--- config.mk ---
export PLATFORM = sky130hd
export DESIGN_NAME = pifb_top
export DESIGN_NICKNAME = d
export VERILOG_FILES = /design/src/core/pifb_pkg.sv /design/src/core/pifb_regbus_if.sv /design/src/core/pifb_top.sv /design/src/core/pifb_axil_slave.sv /design/src/core/pifb_flag_reg.sv
export VERILOG_INCLUDE_DIRS = /design/src /design/src/core
export SDC_FILE = /design/constraint.sdc
export NUM_CORES = 1
export LEC_CHECK = 0
export BUFFER_PORTS_ARGS = -buffer_cell sky130_fd_sc_hd__buf_2
export CELL_PAD_IN_SITES_DETAIL_PLACEMENT = 2
export CELL_PAD_IN_SITES_GLOBAL_PLACEMENT = 2
export CORE_ASPECT_RATIO = 1.4
export CORE_MARGIN = 5
export CORE_UTILIZATION = 30
export DETAILED_ROUTE_END_ITERATION = 10
export GPL_TIMING_DRIVEN = 0
export PLACE_DENSITY = 0.92
export SYNTH_ARGS = -nofsm -noshare
export SYNTH_HDL_FRONTEND = slang
export SYNTH_HIERARCHICAL = 1
export SYNTH_SLANG_ARGS = --single-unit
--- constraint.sdc ---
create_clock -name aclk -period 2.92 [get_ports aclk]
set_clock_uncertainty 0.2 [all_clocks]
set_input_delay 0.146 -clock aclk [delete_from_list [all_inputs] [get_ports aclk]]
set_output_delay 0.146 -clock aclk [all_outputs]
set_load 0.01 [all_outputs]
--- src/core/pifb_defs.svh ---
// register indices, field positions, masks and reset values of the flag bank
`ifndef PIFB_DEFS_SVH
`define PIFB_DEFS_SVH
// register indices; the bus byte address is four times the index
`define PIFB_IDX_SYS 8'h8d
`define PIFB_IDX_TC 8'h8e
`define PIFB_IDX_PW 8'h8f
`define PIFB_IDX_SL 8'h90
`define PIFB_IDX_CTRL 8'h93
// reset values
`define PIFB_RST_FLAGS 8'h00
// implemented, writable and read-only bits
`define PIFB_MASK_SYS 8'h3f
`define PIFB_MASK_TC 8'h7f
`define PIFB_MASK_PW 8'hff
`define PIFB_MASK_SL_WR 8'h3f
`define PIFB_MASK_SL_RO 8'hc0
`define PIFB_MASK_NONE 8'h00
// field positions
`define PIFB_BIT_OSC 5
`define PIFB_BIT_CSW 4
`define PIFB_BIT_TUNE 3
`define PIFB_BIT_SCAN 2
`define PIFB_BIT_CRC 1
`define PIFB_BIT_NVM 0
`define PIFB_BIT_CC_B 6
`define PIFB_BIT_CC_A 5
`define PIFB_BIT_PT_C 4
`define PIFB_BIT_PT_B 3
`define PIFB_BIT_PT_A 2
`define PIFB_BIT_GATE 1
`define PIFB_BIT_GTMR 0
`define PIFB_BIT_RX 7
`define PIFB_BIT_TX 6
`define PIFB_CTRL_A_LSB 0
`define PIFB_CTRL_B_LSB 2
// bus answers
`define PIFB_RESP_OKAY 2'h0
`define PIFB_RESP_SLVERR 2'h2
`endif

--- src/core/pifb_pkg.sv ---
// types shared by the flag bank modules
package pifb_pkg;
  // capture/compare unit operating mode
  typedef enum logic [1:0] {pifb_cc_off, pifb_cc_capture, pifb_cc_compare, pifb_cc_pwm} pifb_cc_mode_t;
  // bus channel state: waiting or answering
  typedef enum logic {pifb_idle, pifb_resp} pifb_ch_state_t;
endpackage : pifb_pkg

--- src/core/pifb_regbus_if.sv ---
// internal register access carrier between bus slave and register file
`timescale 1ns/10ps
interface pifb_regbus_if;
  logic wr_en; // one-cycle write pulse
  logic [7:0] wr_idx; // write register index
  logic [7:0] wr_data; // write byte
  logic wr_hit; // write index is mapped
  logic [7:0] rd_idx; // read register index
  logic [7:0] rd_data; // read byte
  logic rd_hit; // read index is mapped
  modport bus (output wr_en, wr_idx, wr_data, rd_idx, input wr_hit, rd_data, rd_hit);
  modport regs (input wr_en, wr_idx, wr_data, rd_idx, output wr_hit, rd_data, rd_hit);
endinterface : pifb_regbus_if

--- src/core/pifb_top.sv ---
// peripheral interrupt flag bank with axi4-lite register access
`timescale 1ns/10ps
`include "pifb_defs.svh"
module pifb_top #(
  parameter int ADDR_W = 12
) (
  input wire logic aclk,
  input wire logic aresetn,
  input wire logic awvalid,
  output logic awready,
  input wire logic [ADDR_W-1:0] awaddr,
  input wire logic wvalid,
  output logic wready,
  input wire logic [31:0] wdata,
  input wire logic [3:0] wstrb,
  output logic bvalid,
  input wire logic bready,
  output logic [1:0] bresp,
  input wire logic arvalid,
  output logic arready,
  input wire logic [ADDR_W-1:0] araddr,
  output logic rvalid,
  input wire logic rready,
  output logic [31:0] rdata,
  output logic [1:0] rresp,
  input wire logic osc_fail_evt,
  input wire logic clock_switch_evt,
  input wire logic clock_tuning_evt,
  input wire logic mem_scanner_evt,
  input wire logic checksum_evt,
  input wire logic nonvol_op_done_evt,
  input wire logic [1:0] capcmp_capture,
  input wire logic [1:0] capcmp_match,
  input wire logic [1:0] capcmp_out,
  input wire logic [2:0] period_timer_evt,
  input wire logic gated_timer_b_evt,
  input wire logic gated_timer_b_gate,
  input wire logic [3:0] pulse_param_evt,
  input wire logic [3:0] pulse_period_evt,
  input wire logic [5:0] logic_cell_evt,
  input wire logic serial_a_rx_flag,
  input wire logic serial_a_tx_flag
);
  // ----------------------------------------
  // local state
  // ----------------------------------------
  typedef struct packed {
    pifb_pkg::pifb_cc_mode_t mode_a; // unit a mode
    pifb_pkg::pifb_cc_mode_t mode_b; // unit b mode
    logic [1:0] out_q; // last unit outputs
    logic gate_q; // last gate level
  } pifb_top_st_t;
  pifb_top_st_t s;
  pifb_top_st_t next_s;

  pifb_regbus_if rb();

  logic [7:0] sys_flags; // system events register
  logic [7:0] tc_flags; // timer and capture register
  logic [7:0] pw_flags; // pulse width register
  logic [7:0] sl_flags; // serial and logic cell register
  logic [7:0] sys_set;
  logic [7:0] tc_set;
  logic [7:0] pw_set;
  logic [7:0] sl_set;
  logic [7:0] sl_ro;
  logic [1:0] trail; // falling edge of unit outputs
  logic gate_fall; // gate went inactive

  // ----------------------------------------
  // helpers
  // ----------------------------------------
  // picks the event that counts in the unit's mode
  function automatic logic cc_set(input pifb_pkg::pifb_cc_mode_t m, input logic cap,
                                  input logic match, input logic tr);
    case (m)
      pifb_pkg::pifb_cc_capture: cc_set = cap;
      pifb_pkg::pifb_cc_compare: cc_set = match;
      pifb_pkg::pifb_cc_pwm: cc_set = tr;
      default: cc_set = 1'b0;
    endcase
  endfunction : cc_set

  // true for indices that hold a register
  function automatic logic mapped(input logic [7:0] idx);
    mapped = (idx == `PIFB_IDX_SYS) || (idx == `PIFB_IDX_TC) || (idx == `PIFB_IDX_PW)
          || (idx == `PIFB_IDX_SL) || (idx == `PIFB_IDX_CTRL);
  endfunction : mapped

  // ----------------------------------------
  // bus slave
  // ----------------------------------------
  pifb_axil_slave #(
    .ADDR_W(ADDR_W)
  ) u_bus (
    .aclk(aclk),
    .aresetn(aresetn),
    .awvalid(awvalid),
    .awready(awready),
    .awaddr(awaddr),
    .wvalid(wvalid),
    .wready(wready),
    .wdata(wdata),
    .wstrb(wstrb),
    .bvalid(bvalid),
    .bready(bready),
    .bresp(bresp),
    .arvalid(arvalid),
    .arready(arready),
    .araddr(araddr),
    .rvalid(rvalid),
    .rready(rready),
    .rdata(rdata),
    .rresp(rresp),
    .rb(rb)
  );

  // ----------------------------------------
  // event routing
  // ----------------------------------------
  // events come from same-clock peripherals, so no synchroniser;
  // no enable gates any set path, enables live elsewhere
  always_comb begin
    trail = s.out_q & ~capcmp_out;
    gate_fall = s.gate_q & ~gated_timer_b_gate;
    sys_set = 8'h00;
    sys_set[`PIFB_BIT_OSC] = osc_fail_evt;
    sys_set[`PIFB_BIT_CSW] = clock_switch_evt;
    sys_set[`PIFB_BIT_TUNE] = clock_tuning_evt;
    sys_set[`PIFB_BIT_SCAN] = mem_scanner_evt;
    sys_set[`PIFB_BIT_CRC] = checksum_evt;
    sys_set[`PIFB_BIT_NVM] = nonvol_op_done_evt;
    tc_set = 8'h00;
    // mode picks capture, match or trailing edge
    tc_set[`PIFB_BIT_CC_A] = cc_set(s.mode_a, capcmp_capture[0], capcmp_match[0], trail[0]);
    tc_set[`PIFB_BIT_CC_B] = cc_set(s.mode_b, capcmp_capture[1], capcmp_match[1], trail[1]);
    tc_set[`PIFB_BIT_PT_A] = period_timer_evt[0];
    tc_set[`PIFB_BIT_PT_B] = period_timer_evt[1];
    tc_set[`PIFB_BIT_PT_C] = period_timer_evt[2];
    tc_set[`PIFB_BIT_GATE] = gate_fall;
    tc_set[`PIFB_BIT_GTMR] = gated_timer_b_evt;
    // units interleave: parameter odd, period even
    for (int i = 0; i < 4; i++) begin
      pw_set[2*i+1] = pulse_param_evt[i];
      pw_set[2*i] = pulse_period_evt[i];
    end
    sl_set = {2'b00, logic_cell_evt};
    // serial flags mirror the buffer levels; the serial unit clears them
    sl_ro = 8'h00;
    sl_ro[`PIFB_BIT_RX] = serial_a_rx_flag;
    sl_ro[`PIFB_BIT_TX] = serial_a_tx_flag;
  end

  // ----------------------------------------
  // flag registers
  // ----------------------------------------
  // masks keep unused bits at zero and ignore writes there
  pifb_flag_reg #(
    .W(8),
    .WR_MASK(`PIFB_MASK_SYS),
    .RO_MASK(`PIFB_MASK_NONE)
  ) u_sys (
    .aclk(aclk),
    .aresetn(aresetn),
    .wr_en(rb.wr_en && rb.wr_idx == `PIFB_IDX_SYS),
    .wr_data(rb.wr_data),
    .set(sys_set),
    .ro_level(8'h00),
    .flags(sys_flags)
  );
  pifb_flag_reg #(
    .W(8),
    .WR_MASK(`PIFB_MASK_TC),
    .RO_MASK(`PIFB_MASK_NONE)
  ) u_tc (
    .aclk(aclk),
    .aresetn(aresetn),
    .wr_en(rb.wr_en && rb.wr_idx == `PIFB_IDX_TC),
    .wr_data(rb.wr_data),
    .set(tc_set),
    .ro_level(8'h00),
    .flags(tc_flags)
  );
  pifb_flag_reg #(
    .W(8),
    .WR_MASK(`PIFB_MASK_PW),
    .RO_MASK(`PIFB_MASK_NONE)
  ) u_pw (
    .aclk(aclk),
    .aresetn(aresetn),
    .wr_en(rb.wr_en && rb.wr_idx == `PIFB_IDX_PW),
    .wr_data(rb.wr_data),
    .set(pw_set),
    .ro_level(8'h00),
    .flags(pw_flags)
  );
  pifb_flag_reg #(
    .W(8),
    .WR_MASK(`PIFB_MASK_SL_WR),
    .RO_MASK(`PIFB_MASK_SL_RO)
  ) u_sl (
    .aclk(aclk),
    .aresetn(aresetn),
    .wr_en(rb.wr_en && rb.wr_idx == `PIFB_IDX_SL),
    .wr_data(rb.wr_data),
    .set(sl_set),
    .ro_level(sl_ro),
    .flags(sl_flags)
  );

  // ----------------------------------------
  // read mux and decode
  // ----------------------------------------
  // read data is taken by the slave at the address handshake
  always_comb begin
    rb.wr_hit = mapped(rb.wr_idx);
    rb.rd_hit = mapped(rb.rd_idx);
    case (rb.rd_idx)
      `PIFB_IDX_SYS: rb.rd_data = sys_flags;
      `PIFB_IDX_TC: rb.rd_data = tc_flags;
      `PIFB_IDX_PW: rb.rd_data = pw_flags;
      `PIFB_IDX_SL: rb.rd_data = sl_flags;
      `PIFB_IDX_CTRL: rb.rd_data = {4'h0, s.mode_b, s.mode_a};
      default: rb.rd_data = 8'h00; // unmapped reads zero with an error answer
    endcase
  end

  // ----------------------------------------
  // mode control and edge history
  // ----------------------------------------
  // a mode change applies from the next cycle; pending flags stay
  always_comb begin
    next_s = s;
    next_s.out_q = capcmp_out;
    next_s.gate_q = gated_timer_b_gate;
    if (rb.wr_en && rb.wr_idx == `PIFB_IDX_CTRL) begin
      next_s.mode_a = pifb_pkg::pifb_cc_mode_t'(rb.wr_data[`PIFB_CTRL_A_LSB +: 2]);
      next_s.mode_b = pifb_pkg::pifb_cc_mode_t'(rb.wr_data[`PIFB_CTRL_B_LSB +: 2]);
    end
  end
  // state register; edge history clears so no false edge after reset
  always_ff @(posedge aclk) begin
    if (!aresetn) s <= '0;
    else s <= next_s;
  end

  // ----------------------------------------
  // checks
  // ----------------------------------------
  logic wr_sys;
  logic wr_tc;
  assign wr_sys = rb.wr_en && rb.wr_idx == `PIFB_IDX_SYS;
  assign wr_tc = rb.wr_en && rb.wr_idx == `PIFB_IDX_TC;
endmodule : pifb_top

--- src/core/pifb_axil_slave.sv ---
// axi4-lite slave that turns bus transfers into register strobes
`timescale 1ns/10ps
`include "pifb_defs.svh"
module pifb_axil_slave #(
  parameter int ADDR_W = 12
) (
  input wire logic aclk,
  input wire logic aresetn,
  input wire logic awvalid,
  output logic awready,
  input wire logic [ADDR_W-1:0] awaddr,
  input wire logic wvalid,
  output logic wready,
  input wire logic [31:0] wdata,
  input wire logic [3:0] wstrb,
  output logic bvalid,
  input wire logic bready,
  output logic [1:0] bresp,
  input wire logic arvalid,
  output logic arready,
  input wire logic [ADDR_W-1:0] araddr,
  output logic rvalid,
  input wire logic rready,
  output logic [31:0] rdata,
  output logic [1:0] rresp,
  pifb_regbus_if.bus rb
);
  typedef struct packed {
    pifb_pkg::pifb_ch_state_t wst;
    pifb_pkg::pifb_ch_state_t rst;
    logic aw_got;
    logic w_got;
    logic [7:0] widx;
    logic [7:0] wbyte;
    logic wlane;
    logic awready;
    logic wready;
    logic bvalid;
    logic [1:0] bresp;
    logic wr_en;
    logic arready;
    logic rvalid;
    logic [7:0] rbyte;
    logic [1:0] rresp;
  } pifb_axil_st_t;
  pifb_axil_st_t s;
  pifb_axil_st_t next_s;
  // address and data channels are taken independently, answer follows both
  always_comb begin
    next_s = s;
    next_s.wr_en = 1'b0;
    if (s.awready && awvalid) begin
      next_s.aw_got = 1'b1;
      next_s.widx = awaddr[9:2];
    end
    if (s.wready && wvalid) begin
      next_s.w_got = 1'b1;
      next_s.wbyte = wdata[7:0];
      next_s.wlane = wstrb[0];
    end
    case (s.wst)
      pifb_pkg::pifb_idle: if (s.aw_got && s.w_got) begin
        next_s.wst = pifb_pkg::pifb_resp;
        next_s.bvalid = 1'b1;
        next_s.bresp = rb.wr_hit ? `PIFB_RESP_OKAY : `PIFB_RESP_SLVERR;
        // registers live in byte lane 0 only
        next_s.wr_en = rb.wr_hit && s.wlane;
      end
      pifb_pkg::pifb_resp: if (bready) begin
        next_s.wst = pifb_pkg::pifb_idle;
        next_s.bvalid = 1'b0;
        next_s.aw_got = 1'b0;
        next_s.w_got = 1'b0;
      end
      default: next_s.wst = pifb_pkg::pifb_idle;
    endcase
    next_s.awready = !next_s.aw_got;
    next_s.wready = !next_s.w_got;
    // read: data sampled at the address handshake
    case (s.rst)
      pifb_pkg::pifb_idle: if (arvalid && s.arready) begin
        next_s.rst = pifb_pkg::pifb_resp;
        next_s.arready = 1'b0;
        next_s.rvalid = 1'b1;
        next_s.rbyte = rb.rd_data;
        next_s.rresp = rb.rd_hit ? `PIFB_RESP_OKAY : `PIFB_RESP_SLVERR;
      end else begin
        next_s.arready = 1'b1;
      end
      pifb_pkg::pifb_resp: if (rready) begin
        next_s.rst = pifb_pkg::pifb_idle;
        next_s.rvalid = 1'b0;
        next_s.arready = 1'b1;
      end
      default: next_s.rst = pifb_pkg::pifb_idle;
    endcase
  end
  // state register
  always_ff @(posedge aclk) begin
    if (!aresetn) s <= '0;
    else s <= next_s;
  end
  assign rb.wr_en = s.wr_en;
  assign rb.wr_idx = s.widx;
  assign rb.wr_data = s.wbyte;
  assign rb.rd_idx = araddr[9:2];
  assign awready = s.awready;
  assign wready = s.wready;
  assign bvalid = s.bvalid;
  assign bresp = s.bresp;
  assign arready = s.arready;
  assign rvalid = s.rvalid;
  assign rdata = {24'h000000, s.rbyte};
  assign rresp = s.rresp;
endmodule : pifb_axil_slave

--- src/core/pifb_flag_reg.sv ---
// one flag register: hardware sets, software writes, read-only levels
`timescale 1ns/10ps
`include "pifb_defs.svh"
module pifb_flag_reg #(
  parameter int W = 8,
  parameter logic [W-1:0] WR_MASK = {W{1'b1}},
  parameter logic [W-1:0] RO_MASK = {W{1'b0}}
) (
  input wire logic aclk,
  input wire logic aresetn,
  input wire logic wr_en,
  input wire logic [W-1:0] wr_data,
  input wire logic [W-1:0] set,
  input wire logic [W-1:0] ro_level,
  output logic [W-1:0] flags
);
  typedef struct packed {
    logic [W-1:0] f;
  } pifb_flag_st_t;
  pifb_flag_st_t s;
  pifb_flag_st_t next_s;
  // write first, then set on top so an event never loses to a clear
  always_comb begin
    next_s = s;
    if (wr_en) next_s.f = wr_data;
    next_s.f = ((next_s.f | set) & WR_MASK) | (ro_level & RO_MASK);
  end
  // flags clear on reset
  always_ff @(posedge aclk) begin
    if (!aresetn) s.f <= W'(`PIFB_RST_FLAGS);
    else s <= next_s;
  end
  assign flags = s.f;
endmodule : pifb_flag_reg

==> impl_metrics.yaml, run 1 <==
run_status:
  status: "completed"
cts:
  cts_buffer_depth: 2
  cts_tree: "yes"
  clkSlewWorstSetupHoldPaths_ps: 60
  cts_resized: 0
  clock_sinks: 73
  cts_buffers: 9
  htree_num_levels: 3
  clk_latency_ps: 330
  ctsRootBufferMaster: "clkbuf_16"
routing:
  wl_per_cell_um: 17.9
  dr.first_iter.drc_count: 81
  ant_nets: 0
  wirelength_mm: 13.5
  vias_per_cell: 4.64
  vias: 3493
  drc: 0
  drt-pass1-iter-count: 4
final_layout:
  diodes: 0
  drive_gt1_share_pct: 35.9
  nets: 668
  n_fill_cell: 1475
  syn_to_final_growth_pct: 35.2
floorplanning:
  core_um2: 13300
  die-area_um2: 15900
  io_pins: 141
  initial_core_util_pct: 30.3
  die_x_um: 108
  rows: 50
  die_h_um: 147
power_and_ir_drop:
  finalPower_mw: 2.49
  leakage_nw: 2.52
  powerDensity_nw_per_um2: 456
  irDropWorstVdd_v: 0.000190
grt:
  antenna_found_initial: 0
  grt_max_degree: 35
  grt-ovfl-total: 0
  grt_usage_pct: 17.6
  grt_pass1_vias: 4143
  grt_pass1_wl_mm: 21.5
setup_path:
  crit_fanout: 7
  end_kind: "flip-flop"
  path_class: "reg -> reg"
  crit_arrival_ps: 2470
  worstPathRequired_ps: 2940
  start_kind: "flip-flop"
timing:
  drv_slew: 0
  tightest_slew_ps: 643
  clock.fmax_mhz: 408
  setup_tns_ps: 0
  hold_viol: 0
  fin_crit_ps: 2450
  post-route-period-util_pct: 84.0
  slew_headroom_pct: 57.1
  setup_violations: 0
  rsz0062_at_grt: "false"
  hold_slack_ps: 7.76
placement:
  place_congestion: 0.764
  port_buffers: 71
  dp_hpwl_mm: 9.64
synth:
  syn_area_um2: 4040
  postSynthAreaPerCell_um2: 9.78
  synth_warnings: 6
  synthCells: 413
hold_path:
  hold_class: "in -> reg"
run:
  maxCapViolCount: 0
==> state kept, by name, summed over array words and instances, names as in the netlist, 5 cells and up <==
register	flops
u_bus/rb.wr_data	8
u_bus/rb.wr_idx	8
u_bus/rdata	8
u_pw/flags	8
u_sl/flags	8
s	7
u_tc/flags	7
u_sys/flags	6
u_bus/s	5
==> cell type report <==
cell class / instances / area [µm²] / area share, %
Sequential cell: 73 / 1460 / 26.8
Tap cell: 182 / 228 / 4.17
Buffer: 83 / 607 / 11.1
Clock inverter: 3 / 17.5 / 0.321
Clock buffer: 11 / 253 / 4.63
Timing Repair Buffer: 118 / 826 / 15.1
Inverter: 4 / 15.0 / 0.275
Multi-Input combinational cell: 279 / 2050 / 37.6
==> metrics by stage <==
| stage | area [µm²] | std cells | setup slack (ps) | utilization (%) |
|---|---|---|---|---|
| floorplan | 4140 | 439 | 805 | - |
| global placement | 4720 | 692 | 583 | 35.4 |
| detailed placement | 4720 | 692 | 529 | 35.4 |
| CTS | 5460 | 753 | 482 | 41.0 |
| global route | 5460 | 753 | 341 | 41.0 |
| finish | 5460 | 753 | 468 | 41.0 |
==> report_power, final <==
group / internal, mW / leakage (nW) / switching [mW]
Sequential: 1.05 / 0.601 / 0.0359
Combinational: 0.220 / 1.78 / 0.168
Clock: 0.608 / 0.133 / 0.408
Total: 1.88 / 2.52 / 0.611
==> placed cells by master, fill, tap and decap left out, types with 7 or more instances in the layout <==
master / count
a21boi_0: 17
and2_1: 7
and3_1: 20
buf_2: 81
buf_4: 63
clkbuf_16: 9
conb_1: 29
dfxtp_1: 73
dlygate4sd3_1: 47
mux2_4: 27
mux2i_1: 13
nand2_1: 36
nor2b_1: 7
o21a_1: 46
o21ai_0: 7
==> layer usage <==
layer  track usage (%)  wire length [µm]  up-vias  part of all wire (%)
met5                 0                 0        -                     0
met4              6.32               325        0                   2.4
met3              2.99               465       22                   3.4
met2              34.9              7750       90                    57
met1              17.9              4970     1704                    37
li1                  -                 -     1677                     -
==> worst paths after layout <==
path / to / depth (start not counted) / start / slack, ps
worst max-delay path: u_tc/flags[4] / 7 / u_bus/rb.wr_idx[5] / 470
worst min-delay path: u_bus/rb.wr_idx[7] / 3 / awaddr[9] / 8
worst max register to register: u_tc/flags[4] / 7 / u_bus/rb.wr_idx[5] / 470
worst min register to register: u_bus/rdata[0] / 2 / u_bus/rdata[0] / 270
==> worst max-delay path, stage by stage (launching register included) <==
cell and delay (ps):
dfxtp_1 310, buf_4 130, nor3b_1 420, and4b_1 310
nor3b_1 260, buf_6 210, mux2_4 310, o21a_1 190
==> repair_timing <==
item	in CTS	in global routing
endpoints found under the hold margin	52	0
buffers inserted	0	0
hold buffers	47	0
Note: power is estimated with default switching activity, not from simulation.
==> run 2, diff against run 1 <==
==> constraint.sdc (replaced) <==
create_clock -name aclk -period 2.41 [get_ports aclk]
set_clock_uncertainty 0.2 [all_clocks]
set_input_delay 0.1205 -clock aclk [delete_from_list [all_inputs] [get_ports aclk]]
set_output_delay 0.1205 -clock aclk [all_outputs]
set_load 0.01 [all_outputs]
==> impl_metrics.yaml, run 2 (synthesized netlist as in run 1, its figures left out) <==
timing:
  slew_headroom_pct: 57.3
  tightest_slew_ps: 641
  hold_viol: 0
  rsz0062_at_grt: "false"
  setup_tns_ps: 0
  setup_violations: 0
  fin_crit_ps: 2310
  drv_slew: 0
  clock.fmax_mhz: 434
  setup_ws_ps: 104
  post-route-period-util_pct: 95.7
  hold_slack_ps: 16.6
setup_path:
  crit_fanout: 7
  crit_arrival_ps: 2320
  slowest_stage: "dfxtp_1"
  max_stage_delay_ps: 320
  cp_top_family: "simple AND/OR/NAND/NOR gates"
  start_kind: "flip-flop"
  worstPathCellList: "buf_4 -> nor3b_2 -> and4b_1 -> nor3b_1 -> buf_6 -> mux2_4 -> o21a_1"
  path_buf_inv: 2
  worstPathRequired_ps: 2430
  end_kind: "flip-flop"
  path_class: "reg -> reg"
routing:
  wirelength_mm: 13.6
  ant_nets: 0
  wl_per_cell_um: 18.0
  vias: 3492
  drc: 0
  vias_per_cell: 4.63
  dr.first_iter.drc_count: 81
  drt-pass1-iter-count: 4
power_and_ir_drop:
  leakage_nw: 2.53
  irDropWorstVdd_v: 0.000231
  powerDensity_nw_per_um2: 551
  finalPower_mw: 3.02
placement:
  postPlaceCellArea_um2: 4720
  port_buffers: 71
  dp_slack_ps: 18.8
  place_congestion: 0.764
  dp_hpwl_mm: 9.64
  dp_cells: 692
final_layout:
  final_common_cell: "buf_2"
  final_area_um2: 5480
  syn_to_final_growth_pct: 35.8
  diodes: 0
  final_cell_mix: "buf_2, dfxtp_1, buf_4"
  stdcell_count: 755
  fin_util_pct: 41.2
  drive_gt1_share_pct: 36.0
  n_fill_cell: 1469
  nets: 670
floorplanning:
  die-area_um2: 15900
  core_um2: 13300
  die_h_um: 147
  initial_core_util_pct: 30.3
  rows: 50
  io_pins: 141
  die_x_um: 108
cts:
  cts_tree: "yes"
  cts_buffers: 9
  htree_num_levels: 3
  clk_latency_ps: 330
  clkSlewWorstSetupHoldPaths_ps: 60
  ctsRootBufferMaster: "clkbuf_16"
  cts_buffer_depth: 2
  clock_sinks: 73
grt:
  grt_pass1_vias: 4141
  grt_pass1_wl_mm: 21.6
  grt_usage_pct: 17.6
  grt_max_degree: 35
  antenna_found_initial: 0
  grt-ovfl-total: 0
run:
  maxCapViolCount: 0
run_status:
  status: "completed"
hold_path:
  hold_class: "in -> reg"
## run 2: final timing paths
check / from / endpoint / slack (ps) / cells past startpoint
max: u_bus/rb.wr_idx[5] / u_tc/flags[4] / 100 / 7
min: wdata[6] / u_bus/rb.wr_data[6] / 20 / 3
max reg2reg: u_bus/rb.wr_idx[5] / u_tc/flags[4] / 100 / 7
min reg2reg: u_bus/s[18] / u_bus/rb.wr_en / 270 / 2
## run 2: worst min-delay path, cell delays in order
cell and delay (ps):
buf_2 90, and3_1 150, o21a_1 150
## run 2: what timing repair did
item	CTS	global route
buffers inserted	0	0
hold buffers	49	0
resized for setup	1	0
endpoints found under the hold margin	54	0
setup endpoints to repair	8	0
## run 2: routing by layer
layer / up-vias / global-route usage [%] / wire length, µm
li1: 1676 / - / -
met1: 1704 / 17.8 / 4940
met2: 88 / 35.1 / 7810
met3: 24 / 2.95 / 472
met4: 0 / 6.32 / 340
met5: - / 0 / 0
## run 2: area by class of cell
class / instances / area [µm²] / share of cell area [%]
inverter: 4 / 15.0 / 0.274
multi-input combinational: 279 / 2060 / 37.5
sequential: 73 / 1460 / 26.6
clock inverter: 3 / 17.5 / 0.319
clock buffer: 11 / 253 / 4.61
timing repair buffer: 120 / 846 / 15.4
buffer: 83 / 607 / 11.1
tap: 182 / 228 / 4.15
## run 2: power by group
group / switching (mW) / internal (mW)
Combinational: 0.204 / 0.269
Clock: 0.497 / 0.737
Sequential: 0.0439 / 1.27
